==> config.mk <==
export PLATFORM = sky130hd
export DESIGN_NAME = rlf_event_flags
export DESIGN_NICKNAME = d
export VERILOG_FILES = /design/src/hdl/rlf_pkg.sv /design/src/hdl/rlf_flag_bank.sv /design/src/hdl/rlf_apb_port.sv /design/src/hdl/rlf_event_flags.sv
export SDC_FILE = /design/constraint.sdc
export NUM_CORES = 1
export LEC_CHECK = 0
export ABC_CLOCK_PERIOD_IN_PS = 2650
export BUFFER_PORTS_ARGS = -buffer_cell sky130_fd_sc_hd__buf_2
export CAP_MARGIN = 25
export CORE_AREA = 2 2 100 73
export CTS_BUF_LIST = sky130_fd_sc_hd__clkbuf_4
export CTS_CLUSTER_DIAMETER = 100
export DETAILED_ROUTE_END_ITERATION = 10
export DIE_AREA = 0 0 102 75
export PLACE_DENSITY = 0.83
export REMOVE_ABC_BUFFERS = 1
export SLEW_MARGIN = 20
export SYNTH_ARGS = -nofsm -noshare
export SYNTH_HDL_FRONTEND = slang
export SYNTH_HIERARCHICAL = 1
export SYNTH_SLANG_ARGS = --single-unit
==> constraint.sdc <==
create_clock -name clk_sys -period 2.65 [get_ports clk_sys]
set_input_delay 0.3975 -clock clk_sys [delete_from_list [all_inputs] [get_ports clk_sys]]
set_output_delay 0.3975 -clock clk_sys [all_outputs]
set_load 0.1 [all_outputs]
==> src/hdl/rlf_pkg.sv <==
// package of register indices, field positions, reset values and states of the event flag block
package rlf_pkg;

    // ==========================================================
    // bus and register widths
    localparam int ADDR_W = 12;
    localparam int DATA_W = 32;
    localparam int REG_W  = 8;
    localparam int IDX_W  = 10;
    localparam int KIND_W = 4;

    // ==========================================================
    // register indices; the byte address is four times the index
    localparam logic [IDX_W-1:0] IDX_TIMER_SUB  = 10'h028;
    localparam logic [IDX_W-1:0] IDX_RSVD_A     = 10'h029;
    localparam logic [IDX_W-1:0] IDX_LINK_STAT  = 10'h02A;
    localparam logic [IDX_W-1:0] IDX_FRAME_STAT = 10'h02B;
    localparam logic [IDX_W-1:0] IDX_LINK_MASK  = 10'h02C;
    localparam logic [IDX_W-1:0] IDX_FRAME_MASK = 10'h02D;
    localparam logic [IDX_W-1:0] IDX_RSVD_B     = 10'h02E;
    localparam logic [IDX_W-1:0] IDX_LINK_CLR   = 10'h080;
    localparam logic [IDX_W-1:0] IDX_FRAME_CLR  = 10'h081;
    localparam logic [IDX_W-1:0] IDX_CTRL       = 10'h082;

    // ==========================================================
    // link event status / mask bit positions
    localparam int LNK_SCAN_END   = 7;
    localparam int LNK_DATA_AVAIL = 6;
    localparam int LNK_WAKE       = 5;
    localparam int LNK_STREAM     = 4;
    localparam int LNK_UNKNOWN_ID = 3;
    localparam int LNK_CRC_FAIL   = 2;
    localparam int LNK_TIMER      = 1;
    localparam int LNK_RSVD       = 0;

    // ==========================================================
    // frame event status / mask bit positions
    localparam int FRM_TX_DONE  = 7;
    localparam int FRM_TX_START = 6;
    localparam int FRM_RX_DONE  = 5;
    localparam int FRM_RX_START = 4;
    localparam int FRM_KIND_LSB = 0;

    // ==========================================================
    // control register bit positions
    localparam int CTRL_LONG_SCAN = 0;

    // ==========================================================
    // reset values
    localparam logic [REG_W-1:0]        FLAG_RST   = 8'h00;
    localparam logic [REG_W-1:0]        MASK_RST   = 8'h00;
    localparam logic [REG_W-1:0]        CTRL_RST   = 8'h00;
    localparam logic [DATA_W-1:0]       RDATA_RST  = 32'h00000000;
    localparam logic [DATA_W-REG_W-1:0] UPPER_ZERO = 24'h000000;

    // ==========================================================
    // bus handshake states
    typedef enum logic [1:0] {
        APB_IDLE   = 2'b01,
        APB_ACCESS = 2'b10
    } rlf_apb_state_type;

endpackage

==> src/hdl/rlf_flag_bank.sv <==
// sticky flag bank in which a set always wins over a clear in the same cycle
`timescale 1ns/1ns
module rlf_flag_bank
    import rlf_pkg::*;
#(
    parameter int             W       = 8,
    parameter logic [W-1:0]   RST_VAL = '0
) (
    // clock and reset
    input  wire logic         clk_sys,
    input  wire logic         rst,
    // set and clear vectors
    input  wire logic [W-1:0] set_vec,
    input  wire logic [W-1:0] clr_vec,
    // held flags
    output logic      [W-1:0] flags
);

    logic [W-1:0] flags_reg;
    logic [W-1:0] flags_next;

    // set applied after clear so a coinciding event is kept
    assign flags_next = (flags_reg & ~clr_vec) | set_vec;
    assign flags      = flags_reg;

    always_ff @(posedge clk_sys) begin
        if (rst) begin
            flags_reg <= RST_VAL;
        end else begin
            flags_reg <= flags_next;
        end
    end

endmodule

==> src/hdl/rlf_apb_port.sv <==
// apb handshake tracker: one wait-free access phase, registered pready
`timescale 1ns/1ns
module rlf_apb_port
    import rlf_pkg::*;
(
    // clock and reset
    input  wire logic clk_sys,
    input  wire logic rst,
    // apb control
    input  wire logic psel,
    input  wire logic penable,
    output logic      pready,
    // strobes to the register file
    output logic      setup_pulse,
    output logic      done_pulse
);

    rlf_apb_state_type state_reg;
    rlf_apb_state_type state_next;
    logic              pready_reg;
    logic              pready_next;

    assign setup_pulse = (state_reg == APB_IDLE) & psel & ~penable;
    assign done_pulse  = (state_reg == APB_ACCESS) & psel & penable;
    assign pready      = pready_reg;

    always_comb begin
        state_next  = state_reg;
        pready_next = pready_reg;
        case (state_reg)
            APB_IDLE: begin
                if (setup_pulse) begin
                    state_next  = APB_ACCESS;
                    pready_next = 1'b1;
                end
            end
            APB_ACCESS: begin
                // a dropped select also returns to idle
                if (done_pulse || !psel) begin
                    state_next  = APB_IDLE;
                    pready_next = 1'b0;
                end
            end
            default: begin
                state_next  = APB_IDLE;
                pready_next = 1'b0;
            end
        endcase
    end

    always_ff @(posedge clk_sys) begin
        if (rst) begin
            state_reg  <= APB_IDLE;
            pready_reg <= 1'b0;
        end else begin
            state_reg  <= state_next;
            pready_reg <= pready_next;
        end
    end

endmodule

==> src/hdl/rlf_event_flags.sv <==
// top of the radio link event flag block: flags, masks, interrupt and apb registers
`timescale 1ns/1ns
module rlf_event_flags
    import rlf_pkg::*;
(
    // clock and reset
    input  wire logic              clk_sys,
    input  wire logic              rst,
    // apb slave
    input  wire logic              psel,
    input  wire logic              penable,
    input  wire logic              pwrite,
    input  wire logic [ADDR_W-1:0] paddr,
    input  wire logic [DATA_W-1:0] pwdata,
    output logic      [DATA_W-1:0] prdata,
    output logic                   pready,
    output logic                   pslverr,
    // timer sub-events, one-cycle pulses
    input  wire logic [REG_W-1:0]  timer_evt,
    // link manager events, one-cycle pulses
    input  wire logic              scan_period_end,
    input  wire logic              data_ready_evt,
    input  wire logic              wake_evt,
    input  wire logic              stream_evt,
    input  wire logic              unknown_identifier_evt,
    input  wire logic              crc_fail_evt,
    // packet engine events, one-cycle pulses
    input  wire logic              tx_crc_sent,
    input  wire logic              tx_preamble_sent,
    input  wire logic              rx_frame_done,
    input  wire logic              rx_preamble_seen,
    input  wire logic [KIND_W-1:0] reply_rx_evt,
    input  wire logic [KIND_W-1:0] reply_tx_evt,
    // outputs to the system
    output logic                   long_scan,
    output logic                   irq
);

    // ==========================================================
    // declarations
    logic              setup_pulse;
    logic              done_pulse;
    logic [IDX_W-1:0]  word_idx;
    logic              wr_done;
    logic              rd_done;

    logic              hit_timer;
    logic              hit_rsvd;
    logic              hit_link_stat;
    logic              hit_frame_stat;
    logic              hit_link_mask;
    logic              hit_frame_mask;
    logic              hit_link_clr;
    logic              hit_frame_clr;
    logic              hit_ctrl;
    logic              hit_any;

    logic [REG_W-1:0]  timer_flags;
    logic [REG_W-1:0]  timer_clr;
    logic [REG_W-1:0]  link_flags;
    logic [REG_W-1:0]  link_set;
    logic [REG_W-1:0]  link_clr;
    logic [REG_W-1:0]  link_view;
    logic [REG_W-1:0]  frame_flags;
    logic [REG_W-1:0]  frame_set;
    logic [REG_W-1:0]  frame_clr;

    logic [REG_W-1:0]  link_mask_reg;
    logic [REG_W-1:0]  link_mask_next;
    logic [REG_W-1:0]  frame_mask_reg;
    logic [REG_W-1:0]  frame_mask_next;
    logic [REG_W-1:0]  ctrl_reg;
    logic [REG_W-1:0]  ctrl_next;

    logic [REG_W-1:0]  rd_byte;
    logic [DATA_W-1:0] prdata_reg;
    logic [DATA_W-1:0] prdata_next;
    logic              pslverr_reg;
    logic              pslverr_next;
    logic              timer_read_reg;
    logic              timer_read_next;
    logic              irq_reg;
    logic              irq_next;
    logic              long_scan_reg;

    // ==========================================================
    // bus handshake
    rlf_apb_port u_apb (
        .clk_sys     (clk_sys),
        .rst         (rst),
        .psel        (psel),
        .penable     (penable),
        .pready      (pready),
        .setup_pulse (setup_pulse),
        .done_pulse  (done_pulse)
    );

    // ==========================================================
    // address decode
    assign word_idx       = paddr[ADDR_W-1:2];
    assign wr_done        = done_pulse & pwrite;
    assign rd_done        = done_pulse & ~pwrite;
    assign hit_timer      = (word_idx == IDX_TIMER_SUB);
    assign hit_rsvd       = (word_idx == IDX_RSVD_A) | (word_idx == IDX_RSVD_B);
    assign hit_link_stat  = (word_idx == IDX_LINK_STAT);
    assign hit_frame_stat = (word_idx == IDX_FRAME_STAT);
    assign hit_link_mask  = (word_idx == IDX_LINK_MASK);
    assign hit_frame_mask = (word_idx == IDX_FRAME_MASK);
    assign hit_link_clr   = (word_idx == IDX_LINK_CLR);
    assign hit_frame_clr  = (word_idx == IDX_FRAME_CLR);
    assign hit_ctrl       = (word_idx == IDX_CTRL);
    assign hit_any        = hit_timer | hit_rsvd | hit_link_stat
                          | hit_frame_stat | hit_link_mask
                          | hit_frame_mask | hit_link_clr
                          | hit_frame_clr | hit_ctrl;

    // ==========================================================
    // timer sub-event flags
    // only the bits captured for the read are cleared, so an event
    // landing between capture and completion still stays visible
    assign timer_clr = (rd_done & timer_read_reg)
                     ? prdata_reg[REG_W-1:0] : FLAG_RST;

    rlf_flag_bank #(
        .W       (REG_W),
        .RST_VAL (FLAG_RST)
    ) u_timer_flags (
        .clk_sys (clk_sys),
        .rst     (rst),
        .set_vec (timer_evt),
        .clr_vec (timer_clr),
        .flags   (timer_flags)
    );

    // ==========================================================
    // link event flags
    assign link_set[LNK_SCAN_END]   = scan_period_end
                                    & ~long_scan_reg;
    assign link_set[LNK_DATA_AVAIL] = data_ready_evt;
    assign link_set[LNK_WAKE]       = wake_evt;
    assign link_set[LNK_STREAM]     = stream_evt;
    assign link_set[LNK_UNKNOWN_ID] = unknown_identifier_evt;
    assign link_set[LNK_CRC_FAIL]   = crc_fail_evt;
    // timer summary and reserved bit are never latched here
    assign link_set[LNK_TIMER]      = 1'b0;
    assign link_set[LNK_RSVD]       = 1'b0;

    assign link_clr = wr_done & hit_link_clr ? pwdata[REG_W-1:0] : FLAG_RST;

    rlf_flag_bank #(
        .W       (REG_W),
        .RST_VAL (FLAG_RST)
    ) u_link_flags (
        .clk_sys (clk_sys),
        .rst     (rst),
        .set_vec (link_set),
        .clr_vec (link_clr),
        .flags   (link_flags)
    );

    // summary bit follows the timer flags directly, so it drops
    // exactly when the last timer flag is read away
    always_comb begin
        link_view            = link_flags;
        link_view[LNK_TIMER] = |timer_flags;
        link_view[LNK_RSVD]  = 1'b0;
    end

    // ==========================================================
    // frame event flags
    always_comb begin
        frame_set               = FLAG_RST;
        frame_set[FRM_TX_DONE]  = tx_crc_sent;
        frame_set[FRM_TX_START] = tx_preamble_sent;
        frame_set[FRM_RX_DONE]  = rx_frame_done;
        frame_set[FRM_RX_START] = rx_preamble_seen;
        // reply kinds: nar, nak, acp, ack from high to low bit
        frame_set[FRM_KIND_LSB +: KIND_W] = reply_rx_evt
                                          | reply_tx_evt;
    end

    assign frame_clr = wr_done & hit_frame_clr ? pwdata[REG_W-1:0] : FLAG_RST;

    rlf_flag_bank #(
        .W       (REG_W),
        .RST_VAL (FLAG_RST)
    ) u_frame_flags (
        .clk_sys (clk_sys),
        .rst     (rst),
        .set_vec (frame_set),
        .clr_vec (frame_clr),
        .flags   (frame_flags)
    );

    // ==========================================================
    // masks and control
    assign link_mask_next  = wr_done & hit_link_mask
                           ? pwdata[REG_W-1:0] : link_mask_reg;
    assign frame_mask_next = wr_done & hit_frame_mask
                           ? pwdata[REG_W-1:0] : frame_mask_reg;
    assign ctrl_next       = wr_done & hit_ctrl
                           ? pwdata[REG_W-1:0] : ctrl_reg;

    always_ff @(posedge clk_sys) begin
        if (rst) begin
            link_mask_reg  <= MASK_RST;
            frame_mask_reg <= MASK_RST;
            ctrl_reg       <= CTRL_RST;
            long_scan_reg  <= 1'b0;
        end else begin
            link_mask_reg  <= link_mask_next;
            frame_mask_reg <= frame_mask_next;
            ctrl_reg       <= ctrl_next;
            long_scan_reg  <= ctrl_next[CTRL_LONG_SCAN];
        end
    end

    assign long_scan = long_scan_reg;

    // ==========================================================
    // interrupt request
    // a mask bit of one lets its flag through; masked flags still latch
    assign irq_next = |(link_view & link_mask_reg)
                    | |(frame_flags & frame_mask_reg);

    always_ff @(posedge clk_sys) begin
        if (rst) begin
            irq_reg <= 1'b0;
        end else begin
            irq_reg <= irq_next;
        end
    end

    assign irq = irq_reg;

    // ==========================================================
    // read path
    // data is captured in the setup cycle so prdata is a flop output;
    // the clear registers are write-only and read as zero
    assign rd_byte = hit_timer      ? timer_flags
                   : hit_link_stat  ? link_view
                   : hit_frame_stat ? frame_flags
                   : hit_link_mask  ? link_mask_reg
                   : hit_frame_mask ? frame_mask_reg
                   : hit_ctrl       ? ctrl_reg
                   : FLAG_RST;

    assign prdata_next     = setup_pulse ? {UPPER_ZERO, rd_byte} : prdata_reg;
    assign pslverr_next    = setup_pulse ? ~hit_any : pslverr_reg;
    assign timer_read_next = setup_pulse ? (hit_timer & ~pwrite)
                                         : timer_read_reg;

    always_ff @(posedge clk_sys) begin
        if (rst) begin
            prdata_reg     <= RDATA_RST;
            pslverr_reg    <= 1'b0;
            timer_read_reg <= 1'b0;
        end else begin
            prdata_reg     <= prdata_next;
            pslverr_reg    <= pslverr_next;
            timer_read_reg <= timer_read_next;
        end
    end

    assign prdata  = prdata_reg;
    assign pslverr = pslverr_reg;

endmodule

==> impl_results.rst, run 1 <==
.. list-table::
   :header-rows: 1

   * - Metric
     - Value
   * - Number of instances in the synthesized netlist
     - 381
   * - GRT Residual Overflow
     - 0
   * - Largest net degree at the start of global routing
     - 38
   * - Floorplan die height
     - 75 um
   * - Per-cell routed wire length
     - 14.7 um
   * - Capturing element type of the critical path
     - flip-flop
   * - Detailed Route Iter0 Violations
     - 222
   * - Clock latency on the worst-skew pair
     - 0.40 ns
   * - Port-buffer cells
     - 60
   * - Number of antenna violations at the first check in global routing
     - 0
   * - Min Hold Slack
     - 0.228 ns
   * - Worst setup SP type
     - input pin
   * - Max stage delay cell, worst path
     - sky130_fd_sc_hd__nor4b_2
   * - NumNets Final
     - 518
   * - Slew Limit Fails
     - 0
   * - Count of filler cells inserted in the layout
     - 625
   * - Data arrival time at the worst-slack endpoint
     - 2.30 ns
   * - Routed wire length
     - 7.94 mm
   * - Combined area of all synthesized cells
     - 3450 um^2
   * - Worst rel slew slack
     - 59.1%
   * - Ys Warns
     - 6
   * - Maximum net fanout on the critical path
     - 13
   * - Detailed Routing Iterations Pass 1
     - 5
   * - Worst slew pin tran
     - 0.614 ns
   * - Critical Path RT
     - 2.92 ns
   * - Cts bufs inserted
     - 9
   * - Maximum clock path buffer count
     - 2
   * - Post-cts hold buffer count
     - 0
   * - Total number of vias
     - 2,844
   * - Final critical-path required period
     - 2.03 ns
   * - GR Layer Usage met3
     - 6.04%
   * - Diodes inserted
     - 0
   * - Remaining design rule violation count
     - 0
   * - Growth of design area from synthesis to finish
     - 10.8%
   * - Final setup violation count
     - 0
   * - Clock tree from TritonCTS
     - done
   * - Num Clock Sinks
     - 59
   * - Average cell area after synthesis
     - 9.06 um^2
   * - Global-route met1 utilization
     - 29.0%
   * - Post-CTS setup buffers
     - 0
   * - Reg clk slew, reported paths
     - 0.09 ns
   * - Boundary Pins
     - 111
   * - Met2 capacity usage during global routing
     - 36.0%
   * - Static power due to leakage
     - 1.57 nW
   * - Areal power density over the cells
     - 485 nW/um^2
   * - Last weighted congestion value of the routability-driven placer
     - 0.885
   * - Die Footprint
     - 7650 um^2
   * - Die Wd
     - 102 um
   * - Detailed-route vias per instance
     - 5.27
   * - Initial core utilization
     - 52.1%
   * - Fin crit share
     - 76.5%
   * - Status
     - finished clean
   * - Max_cap viols
     - 0
   * - Detail Placement HPWL
     - 6.16 mm
   * - Setup repair after global routing missed its margin
     - no
   * - Residual antenna-violating net count after detailed routing
     - 0
   * - Largest vdd supply drop
     - 254 uV
   * - Area of the core region
     - 6630 um^2
   * - F_max
     - 0.493 GHz
   * - Total track usage
     - 22.1%
   * - Critical path class
     - input pin to flip-flop
   * - First-pass GRT wire length
     - 12.8 mm
   * - Final core occ
     - 57.7%
   * - CP max stage delay
     - 0.51 ns
   * - Layout cell share with drive strength beyond 1
     - 31.6%
   * - Gates resized, CTS repair
     - 0
   * - Post-Route Skew
     - 0.0170 ns
   * - Cell at the root of the clock tree
     - sky130_fd_sc_hd__clkbuf_4
   * - Number of H-tree levels
     - 3
   * - Number of instances in the placed design
     - 526
   * - Final cell count without fillers
     - 540
   * - Setup total negative slack
     - 0 ns
   * - Number of global-route vias before repair
     - 2,643
   * - Layer carrying the most global-route usage
     - met2
   * - Ordered list of cells on the worst path
     - buf_2, nor4b_2, nand4_2, nor3_1, buf_4, and2_1, nand2b_4, a21oi_2
   * - Type of the worst min-delay path
     - input pin to flip-flop
   * - Row Count
     - 25
   * - Hold Violations, Final
     - 0
[placed cells by master, fill, tap and decap left out, types with 2 or more instances in the layout]
| master | n |
|---|---|
| sky130_fd_sc_hd__a21oi_1 | 13 |
| sky130_fd_sc_hd__a21oi_2 | 22 |
| sky130_fd_sc_hd__a221oi_1 | 5 |
| sky130_fd_sc_hd__a222oi_1 | 2 |
| sky130_fd_sc_hd__a22o_1 | 4 |
| sky130_fd_sc_hd__a22oi_1 | 3 |
| sky130_fd_sc_hd__and2_1 | 24 |
| sky130_fd_sc_hd__and3_1 | 2 |
| sky130_fd_sc_hd__and3b_1 | 3 |
| sky130_fd_sc_hd__buf_2 | 60 |
| sky130_fd_sc_hd__buf_4 | 7 |
| sky130_fd_sc_hd__clkbuf_4 | 9 |
| sky130_fd_sc_hd__clkinv_1 | 3 |
| sky130_fd_sc_hd__clkinv_2 | 3 |
| sky130_fd_sc_hd__conb_1 | 24 |
| sky130_fd_sc_hd__dfxtp_1 | 59 |
| sky130_fd_sc_hd__inv_1 | 22 |
| sky130_fd_sc_hd__mux2i_1 | 29 |
| sky130_fd_sc_hd__nand2_1 | 20 |
| sky130_fd_sc_hd__nand2b_1 | 4 |
| sky130_fd_sc_hd__nand2b_4 | 22 |
| sky130_fd_sc_hd__nand3_1 | 7 |
| sky130_fd_sc_hd__nand3b_1 | 2 |
| sky130_fd_sc_hd__nor2_1 | 38 |
| sky130_fd_sc_hd__nor2b_1 | 3 |
| sky130_fd_sc_hd__nor3_1 | 5 |
| sky130_fd_sc_hd__nor3b_2 | 3 |
| sky130_fd_sc_hd__nor4_1 | 2 |
| sky130_fd_sc_hd__o21ai_0 | 17 |
| sky130_fd_sc_hd__o22ai_1 | 4 |
| sky130_fd_sc_hd__or2_2 | 4 |
[through the flow]
step,setup slack [ns],area (um^2),power [mW]
finish,0.623,3830,1.86
global route,0.616,3830,1.94
CTS,0.719,3830,1.87
detailed placement,0.310,3740,1.40
global placement,0.410,3740,1.39
floorplan,0.304,3240,1.28
[metal layers]
metal / share of wire, % / vias to the layer above / wire length [um]
li1: - / 1380 / -
met1: 43 / 1327 / 3430
met2: 47 / 128 / 3720
met3: 9.3 / 9 / 736
met4: 0.68 / 0 / 54
met5: 0 / - / 0
[worst max-delay path, delay by kind of cell]
family                 cells  cell delay (ns)
AO/OA/AOI/OAI              1             0.05
buffers and inverters      2             0.40
AND/OR/NAND/NOR            5             1.45
[cell type report]
class | instances | area, um^2 | area share (%)
clock buffer | 9 | 67.6 | 1.77
clock inverter | 5 | 22.5 | 0.589
inverter | 23 | 86.3 | 2.26
multi-input combinational | 282 | 1980 | 51.7
sequential | 59 | 1180 | 30.9
tap | 94 | 118 | 3.07
timing repair buffer | 68 | 373 | 9.74
[power breakdown]
part / leakage (nW) / internal (mW) / switching (mW) / total (mW)
combinational: 1.03 / 0.101 / 0.315 / 0.417
sequential: 0.484 / 0.918 / 0.0424 / 0.961
clock: 0.0563 / 0.171 / 0.307 / 0.478
[worst paths after layout]
kind                            to               start  slack [ns]  cells after the start
max          u_link_flags/flags[2]            paddr[4]        0.62                      8
min          u_link_flags/flags[2]        crc_fail_evt        0.23                      3
max reg2reg  u_link_flags/flags[2]  u_apb/state_reg[1]        0.64                      7
min reg2reg         timer_read_reg      timer_read_reg        0.49                      2
Power figures use the tool's default switching activity.
==> inputs of run 2 (changes only) <==
--- a/config.mk
+++ b/config.mk
@@ -5,15 +5,16 @@
 export SDC_FILE = /design/constraint.sdc
 export NUM_CORES = 1
 export LEC_CHECK = 0
-export ABC_CLOCK_PERIOD_IN_PS = 2650
+export ABC_AREA = 1
+export ABC_CLOCK_PERIOD_IN_PS = 1700
 export BUFFER_PORTS_ARGS = -buffer_cell sky130_fd_sc_hd__buf_2
 export CAP_MARGIN = 25
-export CORE_AREA = 2 2 100 73
+export CORE_AREA = 2 2 105 76
 export CTS_BUF_LIST = sky130_fd_sc_hd__clkbuf_4
 export CTS_CLUSTER_DIAMETER = 100
 export DETAILED_ROUTE_END_ITERATION = 10
-export DIE_AREA = 0 0 102 75
-export PLACE_DENSITY = 0.83
+export DIE_AREA = 0 0 107 78
+export PLACE_DENSITY = 0.78
 export REMOVE_ABC_BUFFERS = 1
 export SLEW_MARGIN = 20
 export SYNTH_ARGS = -nofsm -noshare
==> constraint.sdc (replaced) <==
create_clock -name clk_sys -period 1.7 [get_ports clk_sys]
set_input_delay 0.255 -clock clk_sys [delete_from_list [all_inputs] [get_ports clk_sys]]
set_output_delay 0.255 -clock clk_sys [all_outputs]
set_load 0.1 [all_outputs]
==> run 2 against run 1 <==
Power rose by 66%. Critical path type is now flip-flop to flip-flop. Non-clock buffer count rose by 13. Core utilization fell by 3.9 points. Die area rose by 9.1%. Cell count rose by 26%. Count of clock-buffer cells in the layout rose by 1. First-iteration DRC count rose by 25%. Sequential share of layout area fell by 0.61 points. Largest cell class unchanged. Synthesized cell count rose by 30%. Area after synthesis fell by 3.0%.
==> impl_results.rst, run 2 <==
.. list-table::
   :header-rows: 1

   * - Metric
     - Value
   * - Data arrival time at the worst-slack endpoint
     - 1.82 ns
   * - Worst reg2reg endpoint
     - u_link_flags/flags[7]
   * - Total track usage
     - 21.5%
   * - Static power due to leakage
     - 1.85 nW
   * - Most common cell after layout, fill and taps aside
     - sky130_fd_sc_hd__inv_1
   * - F_max
     - 0.654 GHz
   * - GRT Residual Overflow
     - 0
   * - Number of global-route vias before repair
     - 3,016
   * - Number of cells on the worst reg-to-reg path
     - 10
   * - Gates resized, CTS repair
     - 0
   * - NumNets Final
     - 651
   * - Boundary Pins
     - 111
   * - Setup WS pre-CTS
     - -0.0689 ns
   * - Combined area of all synthesized cells
     - 3350 um^2
   * - Beginning of the worst hold path
     - timer_evt[7]
   * - Cts bufs inserted
     - 9
   * - Detailed-route vias per instance
     - 4.82
   * - Largest net degree at the start of global routing
     - 33
   * - Post-cts hold buffer count
     - 0
   * - Smallest setup slack after layout
     - 0.170 ns
   * - Detail Placement HPWL
     - 6.57 mm
   * - Average cell area after synthesis
     - 6.75 um^2
   * - Capturing element type of the critical path
     - flip-flop
   * - Final setup violation count
     - 0
   * - Remaining design rule violation count
     - 0
   * - Cell at the root of the clock tree
     - sky130_fd_sc_hd__clkbuf_4
   * - Total number of vias
     - 3,272
   * - End point of the worst hold path
     - u_timer_flags/flags[7]
   * - Fin crit share
     - 90.0%
   * - Final std cell area, no fill
     - 3900 um^2
   * - Hold Violations, Final
     - 0
   * - Worst setup SP type
     - flip-flop
   * - Ys Warns
     - 6
   * - Areal power density over the cells
     - 789 nW/um^2
   * - Max_cap viols
     - 0
   * - Diodes inserted
     - 0
   * - Initial core utilization
     - 46.2%
   * - Final core occ
     - 53.8%
   * - Clock tree from TritonCTS
     - done
   * - First-pass GRT wire length
     - 14.0 mm
   * - Last weighted congestion value of the routability-driven placer
     - 0.951
   * - Setup repair after global routing missed its margin
     - no
   * - Floorplan die height
     - 78 um
   * - Worst hold path stage count
     - 3
   * - Clock latency on the worst-skew pair
     - 0.41 ns
   * - Reg clk slew, reported paths
     - 0.11 ns
   * - Number of H-tree levels
     - 3
   * - Count of filler cells inserted in the layout
     - 701
   * - Area taken by flip-flops and latches
     - 1180 um^2
   * - Routed wire length
     - 8.51 mm
   * - Maximum clock path buffer count
     - 2
   * - Post-CTS setup buffers
     - 0
   * - Critical Path RT
     - 1.99 ns
   * - Num Clock Sinks
     - 59
   * - Leading cell types in the layout, fill and taps excluded
     - sky130_fd_sc_hd__inv_1 (103), sky130_fd_sc_hd__nand2_1 (83), sky130_fd_sc_hd__buf_2 (60)
   * - Die Wd
     - 107 um
   * - Post-Route Skew
     - 0.0166 ns
   * - Slew Limit Fails
     - 0
   * - Area of placed instances
     - 3770 um^2
   * - Reg-to-reg critical path startpoint
     - u_apb/state_reg[1]
   * - Area occupied by multi-input gates
     - 1590 um^2
   * - Detailed Route Iter0 Violations
     - 278
   * - Type of the worst min-delay path
     - input pin to flip-flop
   * - Maximum net fanout on the critical path
     - 4
   * - Number of antenna violations at the first check in global routing
     - 0
   * - Per-cell routed wire length
     - 12.5 um
   * - Layout cell share with drive strength beyond 1
     - 24.6%
   * - Status
     - finished clean
   * - Number of instances in the synthesized netlist
     - 496
   * - Area of the core region
     - 7250 um^2
   * - Port-buffer cells
     - 60
   * - Growth of design area from synthesis to finish
     - 16.5%
   * - Critical path class
     - flip-flop to flip-flop
   * - Final critical-path required period
     - 1.53 ns
   * - Largest vdd supply drop
     - 359 uV
   * - Die Footprint
     - 8350 um^2
   * - Detailed Routing Iterations Pass 1
     - 5
   * - Row Count
     - 26
   * - Residual antenna-violating net count after detailed routing
     - 0
   * - Register-to-Register Setup Slack
     - 0.17 ns
[run 2: where the power goes]
group          total [mW]  switching [mW]  internal, mW
registers            1.48          0.0451          1.43
logic               0.623           0.495         0.128
clock network       0.978           0.525         0.453
[run 2: metal layers]
layer / share of wire, % / GRT usage (%)
met1: 46 / 30.4
met2: 43 / 31.7
met3: 9.6 / 6.47
met4: 1.8 / 5.71
met5: 0 / 0
[run 2: per-stage QoR]
stage	setup TNS, ns	power (mW)	hold slack (ns)	cells
2_1_floorplan	-12.47	1.97	0.317	484
3_3_place_gp	0	2.12	0.435	663
3_5_place_dp	-0.411	2.13	0.445	663
4_1_cts	0	3.10	0.0657	679
5_1_grt	0	3.23	0.0534	679
6_report	0	3.08	0.0716	679
[run 2: cell type report]
cell class | count | share of cell area, %
Clock buffer | 10 | 1.92
Clock inverter | 6 | 1.44
Inverter | 108 | 10.4
Multi-Input combinational cell | 317 | 40.8
Sequential cell | 59 | 30.3
Tap cell | 98 | 3.14
Timing Repair Buffer | 81 | 12.1
[run 2: worst max path at each step]
stage / startpoint / to / slack [ns] / cells after the start
5_1_grt: u_apb/state_reg[1] / u_frame_flags/flags[5] / 0.03 / 10
6_report: u_apb/state_reg[1] / u_link_flags/flags[7] / 0.17 / 10
3_5_place_dp: paddr[11] / ctrl_reg[3] / -0.07 / 8
4_1_cts: u_apb/state_reg[1] / ctrl_reg[3] / 0.05 / 6
2_1_floorplan: u_apb/state_reg[1] / ctrl_reg[0] / -0.38 / 6
3_3_place_gp: paddr[6] / ctrl_reg[0] / 0.02 / 8
[run 2: worst max-delay path: stages (launching register included)]
cell and delay (ns):
sky130_fd_sc_hd__dfxtp_1 0.36, sky130_fd_sc_hd__nand2_1 0.09, sky130_fd_sc_hd__nor2_2 0.13, sky130_fd_sc_hd__nand2_2 0.12
sky130_fd_sc_hd__inv_1 0.12, sky130_fd_sc_hd__nand3_1 0.15, sky130_fd_sc_hd__buf_4 0.19, sky130_fd_sc_hd__nor2_1 0.08
sky130_fd_sc_hd__inv_1 0.05, sky130_fd_sc_hd__nand2_1 0.07, sky130_fd_sc_hd__a21oi_2 0.05
==> inputs of run 3 (changes only) <==
--- a/config.mk
+++ b/config.mk
@@ -9,11 +9,11 @@
 export ABC_CLOCK_PERIOD_IN_PS = 1700
 export BUFFER_PORTS_ARGS = -buffer_cell sky130_fd_sc_hd__buf_2
 export CAP_MARGIN = 25
-export CORE_AREA = 2 2 105 76
+export CORE_AREA = 2 2 88 90
 export CTS_BUF_LIST = sky130_fd_sc_hd__clkbuf_4
 export CTS_CLUSTER_DIAMETER = 100
 export DETAILED_ROUTE_END_ITERATION = 10
-export DIE_AREA = 0 0 107 78
+export DIE_AREA = 0 0 90 92
 export PLACE_DENSITY = 0.78
 export REMOVE_ABC_BUFFERS = 1
 export SLEW_MARGIN = 20
==> run 3 against run 2 <==
Cell area rose by 0.74%. Clock skew down 0.0012 ns. Critical endpoint is now u_frame_flags/flags[5]. Die area shrank 0.79%. Via count about the same. Combinational power about the same. Non-clock buffer count down 4. Clock power up 33%. Fmax is 2.9% lower. Largest cell class unchanged. First-iteration DRC count down 7.6%.
==> impl_results.rst, run 3 (synthesis results as in run 2) <==
.. list-table::
   :header-rows: 1

   * - Metric
     - Value
   * - Reg clk slew, reported paths
     - 0.11 ns
   * - Largest vdd supply drop
     - 442 uV
   * - Diodes inserted
     - 0
   * - First-pass GRT wire length
     - 14.1 mm
   * - Floorplan die height
     - 92 um
   * - Critical Path RT
     - 1.97 ns
   * - Register-to-Register Setup Slack
     - 0.12 ns
   * - Most common cell after layout, fill and taps aside
     - sky130_fd_sc_hd__inv_1
   * - Critical Path Start
     - u_apb/state_reg[1]
   * - F_max
     - 0.635 GHz
   * - Maximum net fanout on the critical path
     - 8
   * - Total track usage
     - 21.3%
   * - Number of H-tree levels
     - 3
   * - Detailed-route vias per instance
     - 4.82
   * - Slew Limit Fails
     - 0
   * - Clock tree from TritonCTS
     - done
   * - Initial core utilization
     - 45.0%
   * - Max stage delay cell, worst path
     - sky130_fd_sc_hd__dfxtp_1
   * - Post-Route Skew
     - 0.0154 ns
   * - Num Clock Sinks
     - 59
   * - Number of global-route vias before repair
     - 3,041
   * - Port-buffer cells
     - 60
   * - Die Wd
     - 90 um
   * - Per-cell routed wire length
     - 12.6 um
   * - Capturing element type of the critical path
     - flip-flop
   * - CP max stage delay
     - 0.37 ns
   * - Largest net degree at the start of global routing
     - 33
   * - Row Count
     - 32
   * - Setup total negative slack
     - 0 ns
   * - Worst reg2reg endpoint
     - u_frame_flags/flags[5]
   * - Status
     - finished clean
   * - Most frequent cell on the critical path
     - sky130_fd_sc_hd__nand2_1
   * - Clock latency on the worst-skew pair
     - 0.41 ns
   * - Ordered list of cells on the worst path
     - nand2_1, nor2_1, nand2_1, inv_1, nand3_1, buf_4, nor2_1, inv_1, nand2_1, a21oi_2
   * - Cell at the root of the clock tree
     - sky130_fd_sc_hd__clkbuf_4
   * - Post-CTS setup buffers
     - 0
   * - Max_cap viols
     - 0
   * - Critical path class
     - flip-flop to flip-flop
   * - Leading cell types in the layout, fill and taps excluded
     - sky130_fd_sc_hd__inv_1 (103), sky130_fd_sc_hd__nand2_1 (84), sky130_fd_sc_hd__buf_2 (60)
   * - Growth of design area from synthesis to finish
     - 17.4%
   * - Routed wire length
     - 8.52 mm
   * - Boundary Pins
     - 111
   * - Final setup violation count
     - 0
   * - Number of cells on the worst reg-to-reg path
     - 10
   * - Total number of vias
     - 3,274
   * - Design Power
     - 3.40 mW
   * - Worst setup SP type
     - flip-flop
   * - Maximum clock path buffer count
     - 2
   * - NumNets Final
     - 647
   * - Hold Violations, Final
     - 0
   * - Areal power density over the cells
     - 865 nW/um^2
   * - Static power due to leakage
     - 1.85 nW
   * - Remaining design rule violation count
     - 0
   * - Final critical-path required period
     - 1.58 ns
   * - Fin crit share
     - 92.7%
   * - Data arrival time at the worst-slack endpoint
     - 1.85 ns
   * - Cts bufs inserted
     - 9
   * - Die Footprint
     - 8280 um^2
   * - Count of filler cells inserted in the layout
     - 758
   * - CP Capture Point
     - u_frame_flags/flags[5]
   * - Area of the core region
     - 7450 um^2
   * - Setup repair after global routing missed its margin
     - no
   * - Type of the worst min-delay path
     - input pin to flip-flop
   * - Detail Placement HPWL
     - 6.38 mm
   * - Last weighted congestion value of the routability-driven placer
     - 0.899
   * - Reg-to-reg critical path startpoint
     - u_apb/state_reg[1]
   * - Detailed Route Iter0 Violations
     - 257
   * - Number of antenna violations at the first check in global routing
     - 0
   * - Residual antenna-violating net count after detailed routing
     - 0
   * - GRT Residual Overflow
     - 0
   * - Layout cell share with drive strength beyond 1
     - 24.1%
   * - Detailed Routing Iterations Pass 1
     - 5
[run 3: layout make-up]
| type | count | area [um^2] | share of cell area (%) |
|---|---|---|---|
| well taps | 102 | 128 | 3.25 |
| clock inverters | 5 | 101 | 2.58 |
| clock buffers | 11 | 82.6 | 2.10 |
| inverters | 108 | 409 | 10.4 |
| flip-flops and latches | 59 | 1180 | 30.0 |
| multi-input cells | 317 | 1590 | 40.4 |
| repair buffers | 77 | 440 | 11.2 |
[run 3: how the worst min path moves through the flow]
stage,slack (ns),startpoint,endpoint,depth (start not counted)
after floorplan,0.32,rst,u_frame_flags/flags[0],1
after global placement,0.43,ctrl_reg[5],ctrl_reg[5],2
after detailed placement,0.44,ctrl_reg[2],ctrl_reg[2],2
after CTS,0.06,timer_evt[1],u_timer_flags/flags[1],3
after global routing,0.06,timer_evt[1],u_timer_flags/flags[1],3
final,0.08,timer_evt[1],u_timer_flags/flags[1],3
[run 3: metrics by stage]
stage | instances | setup WS [ns] | instance area, um^2 | hold slack [ns] | utilization (%)
final | 679 | 0.125 | 3930 | 0.0761 | 52.8
after global routing | 679 | 0.00261 | 3930 | 0.0563 | 52.8
after CTS | 679 | 0.0521 | 3930 | 0.0584 | 52.7
after detailed placement | 663 | 0.000410 | 3740 | 0.438 | 50.3
after global placement | 663 | 0.0167 | 3740 | 0.433 | 50.3
after floorplan | 484 | -0.382 | 3170 | 0.317 | -
[run 3: routing by layer]
metal / track usage (%) / part of all wire (%)
met2: 36.9 / 47
met1: 26.2 / 44
met5: 0 / 0
met3: 3.94 / 6.8
met4: 8.33 / 2.0
[run 3: repair_timing]
item | in CTS | in global routing
setup endpoints to repair | 0 | 9
hold endpoints to repair | 0 | 0
hold buffers | 0 | 0
gates resized for setup | 0 | 3
[run 3: critical path: cells and delay by family (launching register included)]
family / cells / cell delay (ns)
compound gates: 1 / 0.06
buf+inv: 3 / 0.38
flops: 1 / 0.37
simple gates: 6 / 0.64
[run 3: report_power, final]
group          total [mW]  internal, mW  switching, mW  leakage (nW)
clock network        1.30         0.774          0.526        0.0947
logic               0.624         0.130          0.494          1.27
registers            1.48          1.43         0.0447         0.484
